`config.mk`:
```
export PLATFORM = sky130hd
export DESIGN_NAME = fpwd_top
export DESIGN_NICKNAME = d
export VERILOG_FILES = /design/src/hdl/fpwd_pkg.sv /design/src/hdl/fpwd_tick_if.sv /design/src/hdl/fpwd_timer.sv /design/src/hdl/fpwd_top.sv
export SDC_FILE = /design/constraint.sdc
export NUM_CORES = 1
export LEC_CHECK = 0
export ABC_AREA = 1
export BUFFER_PORTS_ARGS = -buffer_cell sky130_fd_sc_hd__buf_2
export CAP_MARGIN = 30
export CORE_ASPECT_RATIO = 0.9
export CORE_MARGIN = 2
export CORE_UTILIZATION = 62
export DETAILED_ROUTE_END_ITERATION = 8
export GPL_TIMING_DRIVEN = 0
export PLACE_DENSITY = 0.85
export SETUP_SLACK_MARGIN = 0.2
export SLEW_MARGIN = 20
export SYNTH_ARGS = -nofsm -noshare
export SYNTH_HDL_FRONTEND = slang
export SYNTH_HIERARCHICAL = 1
export SYNTH_SLANG_ARGS = --single-unit
export TNS_END_PERCENT = 30
```
`constraint.sdc`:
```
create_clock -name i_ref_clk -period 3.5 [get_ports i_ref_clk]
set_input_delay 0 -clock i_ref_clk [delete_from_list [all_inputs] [get_ports i_ref_clk]]
set_output_delay 0 -clock i_ref_clk [all_outputs]
set_load 0.1 [all_outputs]
```
`src/hdl/fpwd_pkg.sv`:
```
// Constants, register map and reset values of the fixed period watchdog.
// Assumes one 250 MHz reference clock and 8-bit I/O port accesses on that clock.
package fpwd_pkg;

   localparam int unsigned FPWD_ADDR_W = 16;
   localparam int unsigned FPWD_DATA_W = 8;

   localparam logic [FPWD_ADDR_W-1:0] FPWD_ENABLE_CTL_ADDR = 16'h118e;
   localparam logic [FPWD_ADDR_W-1:0] FPWD_SERVICE_LAMP_CTL_ADDR = 16'h11b8;

   localparam int unsigned FPWD_ENABLE_N_BIT = 6;
   localparam int unsigned FPWD_SERVICE_TOGGLE_BIT = 6;
   localparam int unsigned FPWD_LAMP_TWO_ON_BIT = 7;

   localparam logic [FPWD_DATA_W-1:0] FPWD_ENABLE_CTL_RESET = 8'h40;
   localparam logic [FPWD_DATA_W-1:0] FPWD_SERVICE_LAMP_CTL_RESET = 8'h00;
   localparam logic [FPWD_DATA_W-1:0] FPWD_UNMAPPED_READ = 8'hff;

   localparam int unsigned FPWD_CLK_MHZ = 250;
   localparam int unsigned FPWD_TIMEOUT_MS = 1600;
   localparam int unsigned FPWD_TIMEOUT_CYCLES = FPWD_TIMEOUT_MS * 1000 * FPWD_CLK_MHZ;

   typedef logic [FPWD_ADDR_W-1:0] fpwd_addr_t;
   typedef logic [FPWD_DATA_W-1:0] fpwd_data_t;

   typedef enum logic [1:0] {
      FPWD_ST_OFF,
      FPWD_ST_COUNT,
      FPWD_ST_FIRED
   } fpwd_state_t;

endpackage

```
`src/hdl/fpwd_tick_if.sv`:
```
// Link between the watchdog control logic and its timeout counter.
// Assumes both ends run on the same clock.
interface fpwd_tick_if;
   logic run;
   logic restart;
   logic expire;

   modport ctl (output run, output restart, input expire);
   modport tmr (input run, input restart, output expire);
endinterface

```
`src/hdl/fpwd_timer.sv`:
```
// Timeout counter of the fixed period watchdog.
// Assumes run and restart come from logic on the same clock.
module fpwd_timer #(
   parameter int unsigned TIMEOUT_CYCLES = fpwd_pkg::FPWD_TIMEOUT_CYCLES
) (
   input wire logic i_ref_clk,
   input wire logic i_rstn,
   fpwd_tick_if.tmr tick
);
   import fpwd_pkg::*;

   localparam int unsigned CNT_W = $clog2(TIMEOUT_CYCLES);
   localparam logic [CNT_W-1:0] CNT_LAST = CNT_W'(TIMEOUT_CYCLES - 1);

   logic [CNT_W-1:0] count_r;
   logic expire_r;

   generate
      if (TIMEOUT_CYCLES < 2) begin : g_bad_timeout
         $error("Timeout must span at least two clock cycles.");
      end
   endgenerate

   // The count runs only while enabled; a restart forces it back to zero.
   always_ff @(posedge i_ref_clk) begin
      if (!i_rstn || !tick.run || tick.restart) begin
         count_r <= '0;
      end else if (count_r == CNT_LAST) begin
         count_r <= '0;
      end else begin
         count_r <= count_r + 1'b1;
      end
   end

   always_ff @(posedge i_ref_clk) begin
      if (!i_rstn) begin
         expire_r <= 1'b0;
      end else begin
         expire_r <= tick.run && !tick.restart && (count_r == CNT_LAST);
      end
   end

   assign tick.expire = expire_r;

endmodule

```
`src/hdl/fpwd_top.sv`:
```
// Fixed period watchdog with its two 8-bit I/O port control registers.
// Assumes the I/O strobes, address and data are synchronous to i_ref_clk.
module fpwd_top #(
   parameter int unsigned TIMEOUT_CYCLES = fpwd_pkg::FPWD_TIMEOUT_CYCLES
) (
   input wire logic i_ref_clk,
   input wire logic i_rstn,
   input wire fpwd_pkg::fpwd_addr_t i_io_addr,
   input wire fpwd_pkg::fpwd_data_t i_io_wdata,
   input wire logic i_io_wr,
   input wire logic i_io_rd,
   output logic [fpwd_pkg::FPWD_DATA_W-1:0] o_io_rdata,
   output logic o_io_ack,
   output logic o_user_lamp_two,
   output logic o_watchdog_running,
   output logic o_sys_reset_req
);
   import fpwd_pkg::*;

   fpwd_data_t enable_ctl_r;
   fpwd_data_t service_lamp_ctl_r;
   fpwd_data_t rdata_r;
   logic ack_r;
   logic lamp_r;
   logic running_r;
   logic reset_req_r;
   logic restart_r;
   fpwd_state_t state_r;
   fpwd_state_t state_nxt;

   logic wr_enable_ctl;
   logic wr_service_lamp_ctl;
   logic enable_req;
   logic service_evt;

   fpwd_tick_if tick ();

   function automatic logic addr_hit(input fpwd_addr_t addr, input fpwd_addr_t reg_addr);
      addr_hit = (addr == reg_addr);
   endfunction

   function automatic logic mapped(input fpwd_addr_t addr);
      mapped = addr_hit(addr, FPWD_ENABLE_CTL_ADDR) || addr_hit(addr, FPWD_SERVICE_LAMP_CTL_ADDR);
   endfunction

   assign wr_enable_ctl = i_io_wr && addr_hit(i_io_addr, FPWD_ENABLE_CTL_ADDR);
   assign wr_service_lamp_ctl = i_io_wr && addr_hit(i_io_addr, FPWD_SERVICE_LAMP_CTL_ADDR);

   // The enable bit is active low; a stored 1 keeps the watchdog off.
   assign enable_req = !enable_ctl_r[FPWD_ENABLE_N_BIT];

   // A write that flips the service bit, in either direction, is a service.
   assign service_evt = wr_service_lamp_ctl &&
      (i_io_wdata[FPWD_SERVICE_TOGGLE_BIT] != service_lamp_ctl_r[FPWD_SERVICE_TOGGLE_BIT]);

   // Reserved bits are stored as written so read-modify-write keeps them intact.
   always_ff @(posedge i_ref_clk) begin
      if (!i_rstn) begin
         enable_ctl_r <= FPWD_ENABLE_CTL_RESET;
      end else if (wr_enable_ctl) begin
         enable_ctl_r <= i_io_wdata;
      end
   end

   always_ff @(posedge i_ref_clk) begin
      if (!i_rstn) begin
         service_lamp_ctl_r <= FPWD_SERVICE_LAMP_CTL_RESET;
      end else if (wr_service_lamp_ctl) begin
         service_lamp_ctl_r <= i_io_wdata;
      end
   end

   always_ff @(posedge i_ref_clk) begin
      if (!i_rstn) begin
         lamp_r <= 1'b0;
      end else if (wr_service_lamp_ctl) begin
         lamp_r <= i_io_wdata[FPWD_LAMP_TWO_ON_BIT];
      end
   end

   // Read data is registered; addresses outside the map answer all ones.
   always_ff @(posedge i_ref_clk) begin
      if (!i_rstn) begin
         rdata_r <= '0;
      end else if (i_io_rd) begin
         if (addr_hit(i_io_addr, FPWD_ENABLE_CTL_ADDR)) begin
            rdata_r <= enable_ctl_r;
         end else if (addr_hit(i_io_addr, FPWD_SERVICE_LAMP_CTL_ADDR)) begin
            rdata_r <= service_lamp_ctl_r;
         end else begin
            rdata_r <= FPWD_UNMAPPED_READ;
         end
      end
   end

   always_ff @(posedge i_ref_clk) begin
      if (!i_rstn) begin
         ack_r <= 1'b0;
      end else begin
         ack_r <= (i_io_rd || i_io_wr) && mapped(i_io_addr);
      end
   end

   // Watchdog sequencing: off, counting, fired.
   always_comb begin
      state_nxt = state_r;
      unique case (state_r)
         FPWD_ST_OFF: begin
            if (enable_req) begin
               state_nxt = FPWD_ST_COUNT;
            end
         end
         FPWD_ST_COUNT: begin
            if (tick.expire) begin
               state_nxt = FPWD_ST_FIRED;
            end else if (!enable_req) begin
               state_nxt = FPWD_ST_OFF;
            end
         end
         FPWD_ST_FIRED: begin
            state_nxt = FPWD_ST_FIRED;
         end
         default: begin
            state_nxt = FPWD_ST_OFF;
         end
      endcase
   end

   always_ff @(posedge i_ref_clk) begin
      if (!i_rstn) begin
         state_r <= FPWD_ST_OFF;
      end else begin
         state_r <= state_nxt;
      end
   end

   // The count starts from zero on entry to counting and on every service.
   always_ff @(posedge i_ref_clk) begin
      if (!i_rstn) begin
         restart_r <= 1'b0;
      end else begin
         restart_r <= service_evt || (state_r == FPWD_ST_OFF && enable_req);
      end
   end

   assign tick.run = (state_r == FPWD_ST_COUNT);
   assign tick.restart = restart_r;

   always_ff @(posedge i_ref_clk) begin
      if (!i_rstn) begin
         running_r <= 1'b0;
      end else begin
         running_r <= (state_nxt == FPWD_ST_COUNT);
      end
   end

   // The reset request holds until the system resets this block.
   always_ff @(posedge i_ref_clk) begin
      if (!i_rstn) begin
         reset_req_r <= 1'b0;
      end else if (state_r == FPWD_ST_COUNT && tick.expire) begin
         reset_req_r <= 1'b1;
      end
   end

   fpwd_timer #(
      .TIMEOUT_CYCLES(TIMEOUT_CYCLES)
   ) u_timer (
      .i_ref_clk(i_ref_clk),
      .i_rstn(i_rstn),
      .tick(tick.tmr)
   );

   assign o_io_rdata = rdata_r;
   assign o_io_ack = ack_r;
   assign o_user_lamp_two = lamp_r;
   assign o_watchdog_running = running_r;
   assign o_sys_reset_req = reset_req_r;

endmodule

```
Word-level counts from Yosys, hierarchy flattened
Index checks and enable logic that the tools add are counted.
{"block": "totals", "reg_bits": 61, "in_bits": 28, "output_inout_bits": 12, "wordCells": 44}
{"block": "classes", "addsub": 1, "eq_ne": 7, "n_mux": 6, "n_reduce_logical": 19}
{"cell": "16-bit by 13-bit == test with 1-bit output (second input constant)", "count": 2}
{"cell": "29-bit by 1-bit adder with 29-bit output (second input constant)", "count": 1}
{"cell": "29-bit == test (second input constant)", "count": 1}
{"cell": "8-bit two-way mux", "count": 2}
{"cell": "1-bit logical AND", "count": 8}
{"cell": "2-bit two-way mux", "count": 3}
{"cell": "2-bit case mux with 3 select lines", "count": 1}
{"cell": "1-bit logical OR", "count": 5}
{"cell": "2-bit by 1-bit == test with 1-bit output (second input constant)", "count": 2}
{"cell": "1-bit logical NOT", "count": 4}
{"cell": "2-bit == test (second input constant)", "count": 1}
{"cell": "2-bit logical NOT", "count": 1}
{"cell": "2-bit OR reduction", "count": 1}
{"cell": "1-bit != test", "count": 1}

Logic depth before layout (Yosys ltp)
{"block": "logic_depth", "word_depth": 5, "mapped_depth": 9, "depth_no_buf": 9}

Hierarchy
The synthesis kept the hierarchy.
{"module": "fpwd_timer", "n_inst": 1, "cells_per_inst": 246, "area_per_inst_um2": 1564.0, "seq_area_each_um2": 600.6}
{"module": "fpwd_top", "n_inst": 1, "cells_per_inst": 218, "area_per_inst_um2": 1482.7, "seq_area_each_um2": 600.6}

Worst setup path before layout
Ideal clock, no wire load.
{"block": "synth_timing", "kind": "register to register", "start": "reg u_timer.count_r[0]", "end": "reg u_timer.count_r[10]", "setup_ps": 115, "arrival_time_ps": 1306, "required_ps": 3385, "slack_ps": 2080, "path_stages_with_launch": 10, "path_buffers": 1, "period_less_slack_ps": 1420, "cell_sequence": "dfxtp_1 -> ha_1 -> nand2_1 -> nor2_4 -> nand2_2 -> nor2_2 -> nand2_2 -> nand2_4 -> buf_6 -> nor2_1"}
{"block": "synth_between", "elab_chain_cells": 2, "elab_cells_between_ends": 3, "cone_classes": "1 x add/sub; 1 x eq/ne; 1 x reduce/logical"}
{"element": "start, declared", "line_no": "fpwd_timer.sv:15", "rtl": "logic [CNT_W-1:0] count_r;"}
{"element": "start signal, assigned", "line_no": "fpwd_timer.sv:31", "rtl": "count_r <= count_r + 1'b1;"}
{"element": "branches (longest 2 deep; another with 29-bit by 1-bit adder with 29-bit output)"}
Parallel ways; which one is timed is not known.
A chain may end at the register's enable or synchronous reset.

Worst setup path after layout
{"block": "layout_timing", "start": "reg u_timer.count_r[0]", "end": "reg u_timer.count_r[26]"}
The elaborated chain is that of the path after synthesis.

==> flow_summary_export.csv <==
group,metric,value,unit
status,status,"finished, final reports clean",
power,fin_total_pwr,1.400,mW
cells_and_area,num-nets-final,552,
worst_setup_path,r2r-start,"u_timer/count_r[0]",
grt,grt_pass1_wl,12.24,mm
floorplanning,die_y,70.50,um
timing,worstMarginPinSlew,0.4937,ns
grt,globalRouteMet1Util,35.70,%
timing,final_hold_viol_count,0,
cells_and_area,syn2layout_area_growth,18.07,%
cts,cts_tree,"built",
cells_and_area,layout-drive-gt1-share,14.80,%
power,p_sw,0.3361,mW
cts,cts_max_path_buffers,2,
cts,cts.sinks,60,
worst_hold_path,worstHoldPathCells,3,
worst_setup_path,crit_buf_inv,1,
worst_setup_path,path_class,"reg -> reg",
cts,clk_latency,0.34,ns
cts,htreeDepth,3,
worst_setup_path,cp_common_cell,"nand2_2",
worst_setup_path,startpoint,"u_timer/count_r[0]",
grt,antenna_found_initial,0,
drt,drtPass1Iterations,5,
placed_design,dpl.hpwl,5.031,mm
power,power.density,389.1,nW/um^2
worst_setup_path,ff2ff_path_depth,9,
yosys,syn_avg_cell_area,6.566,um^2
timing,fin_tns_setup,0,ns
worst_setup_path,cp_cell_sequence,"ha_1 -> nand2_1 -> nor2_4 -> nand2_2 -> nor2_2 -> nand2_2 -> nand2_4 -> buf_6 -> nor2_1",
floorplanning,io_pins,40,
yosys,syn_inst,464,
timing,skew,0.01020,ns
power,internal-power,1.064,mW
floorplanning,die_x,77.89,um
grt,busiest_layer,"met2",
cells_and_area,finalNonFillerCells,592,
power,irDropWorstVdd,0.0003675,V
yosys,seq_area_frac_synth,39.43,%
grt,grt_start_max_net_pins,11,
power,leakagePower,1.556,nW
worst_setup_path,startpoint_type,"flop",
placed_design,place.gp.congestion,0.9162,
worst_setup_path,worst_setup_path_end_kind,"flop",
floorplanning,die-area,5491,um^2
power,swShare,24.01,%
worst_setup_path,r2r_slack,1.85,ns
worst_setup_path,cp.depth,9,
power,clkPwrFrac,42.7,%
timing,maxSlewHeadroom,67.31,%
cells_and_area,utilization,75.34,%
cells_and_area,final_cell_mix,"nand2_1 (134), nor2_1 (105), dfxtp_1 (60)",
cts,clk_pin_slew,0.06,ns
drt,first_iter_violations,211,
cts,cts_inserted_buffers,9,
floorplanning,core.rowCount,24,
worst_hold_path,hold_start,"i_io_wr",
timing,min_period_over_period,47.06,%
placed_design,dp.cells,568,
timing,holdWs,0.04668,ns
worst_hold_path,hold_path.class,"in -> reg",
power,p_comb_share,7.8,%
grt,overflow,0,
grt,met2_usage,46.07,%
timing,fin_crit,1.647,ns
timing,drv_slew,0,
timing,setup-violations-final,0,
worst_setup_path,crit_slowest_cell,"dfxtp_1",
worst_setup_path,cp_top_family,"simple AND/OR/NAND/NOR gates",
worst_setup_path,arrival,1.88,ns
drt,drc,0,
cts,root_buffer,"clkbuf_8",
floorplanning,core,4775,um^2
power,seqPwrFrac,49.5,%
drt,wirelength,7.078,mm
drt,vias,3015,
yosys,synth_fp_nets,493,
drt,ant_nets,0,
grt,grt_pass1_vias,2769,
drt,detail_route.wl_per_cell,11.96,um
floorplanning,start_util,63.81,%
yosys,ys_ff_latch,60,
placed_design,port_buffers,39,
cells_and_area,final_common_cell,"nand2_1",
timing,fmax,0.6071,GHz
cells_and_area,antenna_cells,0,
drt,avgViaCountPerCell,5.093,
worst_setup_path,critPathRequiredTime,3.74,ns
worst_setup_path,slowest_delay,0.34,ns
grt,grt_use_total,28.13,%
worst_setup_path,crit_path_max_fanout,10,
grt,grt_util_met3,9.432,%
timing,rsz0062_at_grt,"no",
yosys,synth_cell_types,27,
yosys,syn_area,3047,um^2
yosys,synth_warnings,6,
run,drv_cap,0,
cts,cts-resized-gates,0,
-- path summary, 6_finish.rpt --
check / end
setup / recovery: u_timer/count_r[26]
hold / removal: enable_ctl_r[6]
setup reg to reg: u_timer/count_r[26]
hold reg to reg: u_timer/count_r[0]
-- final cells by class --
class / count / area, um^2
tap: 65 / 81.33
multi-input combinational: 340 / 1551
buffer: 12 / 98.84
fill: 378 / 1177
sequential: 60 / 1201
clock inverter: 2 / 35.03
clock buffer: 13 / 148.9
timing repair buffer: 48 / 285.3
inverter: 52 / 195.2
-- what timing repair did --
action / CTS / global route
hold buffers: 9 / 0
buffers inserted: 0 / 0
endpoints found under the hold margin: 17 / 0
-- state kept, by name (all words and copies together) (netlist names) --
signal	count
enable_ctl_r	8
state_r	2
o_io_ack	1
o_sys_reset_req	1
restart_r	1
o_io_rdata	8
u_timer/tick.expire	1
u_timer/count_r	29
o_watchdog_running	1
service_lamp_ctl_r	8
-- synthesized netlist by cell type, drive strengths merged --
| library cell | instances | area [um^2] |
|---|---|---|
| nor2 | 114 | 469.2 |
| nand3 | 36 | 210.2 |
| a21oi | 17 | 85.08 |
| o21bai | 1 | 7.510 |
| inv | 52 | 195.2 |
| dfxtp | 60 | 1201 |
| and2 | 2 | 12.51 |
| nand2 | 139 | 539.3 |
| buf | 9 | 87.57 |
| or2 | 1 | 6.260 |
| nand4 | 3 | 18.77 |
| nor3 | 1 | 5.000 |
| ha | 1 | 12.51 |
| o21ai | 9 | 45.04 |
| xnor2 | 10 | 87.58 |
| a2111oi | 2 | 17.52 |
| xor2 | 4 | 35.03 |
| clkbuf | 3 | 11.26 |
-- power by group through the flow --
stage	Sequential, mW	Clock (mW)	Combinational, mW
after floorplan	0.755	0	0.0216
after global placement	0.708	0	0.0996
after detailed placement	0.708	0	0.101
after CTS	0.693	0.609	0.109
after global routing	0.693	0.634	0.116
final	0.693	0.597	0.109
-- stage by stage --
stage / setup slack (ns) / cell area (um^2)
after floorplan: 2.080 / 3047
after global placement: 1.901 / 3323
after detailed placement: 1.861 / 3323
after CTS: 1.857 / 3597
after global routing: 1.701 / 3597
final: 1.853 / 3597
-- kinds of logic (layout without fill, tap and decap cells) --
logic type | Yosys count | in the layout | share of synthesized area (%)
adder cells (fa/ha/maj) | 1 | 1 | 0.4106
flip-flops | 60 | 60 | 39.42
AND/OR/NAND/NOR | 296 | 296 | 41.40
buffers and inverters | 64 | 127 | 9.651
XOR/XNOR | 14 | 14 | 4.024
AO/OA/AOI/OAI | 29 | 29 | 5.092
-- tightest hold or removal path: stages --
cell and delay [ns]:
buf_2 0.17, nand4_1 0.10, nand3_1 0.06
-- layer usage --
layer | part of all wire (%) | vias up
met4 | 1.0 | 0
met1 | 45 | 1354
li1 | - | 1539
met3 | 7.8 | 7
met2 | 46 | 115
met5 | 0 | -
Power figures use the tool's default switching activity.
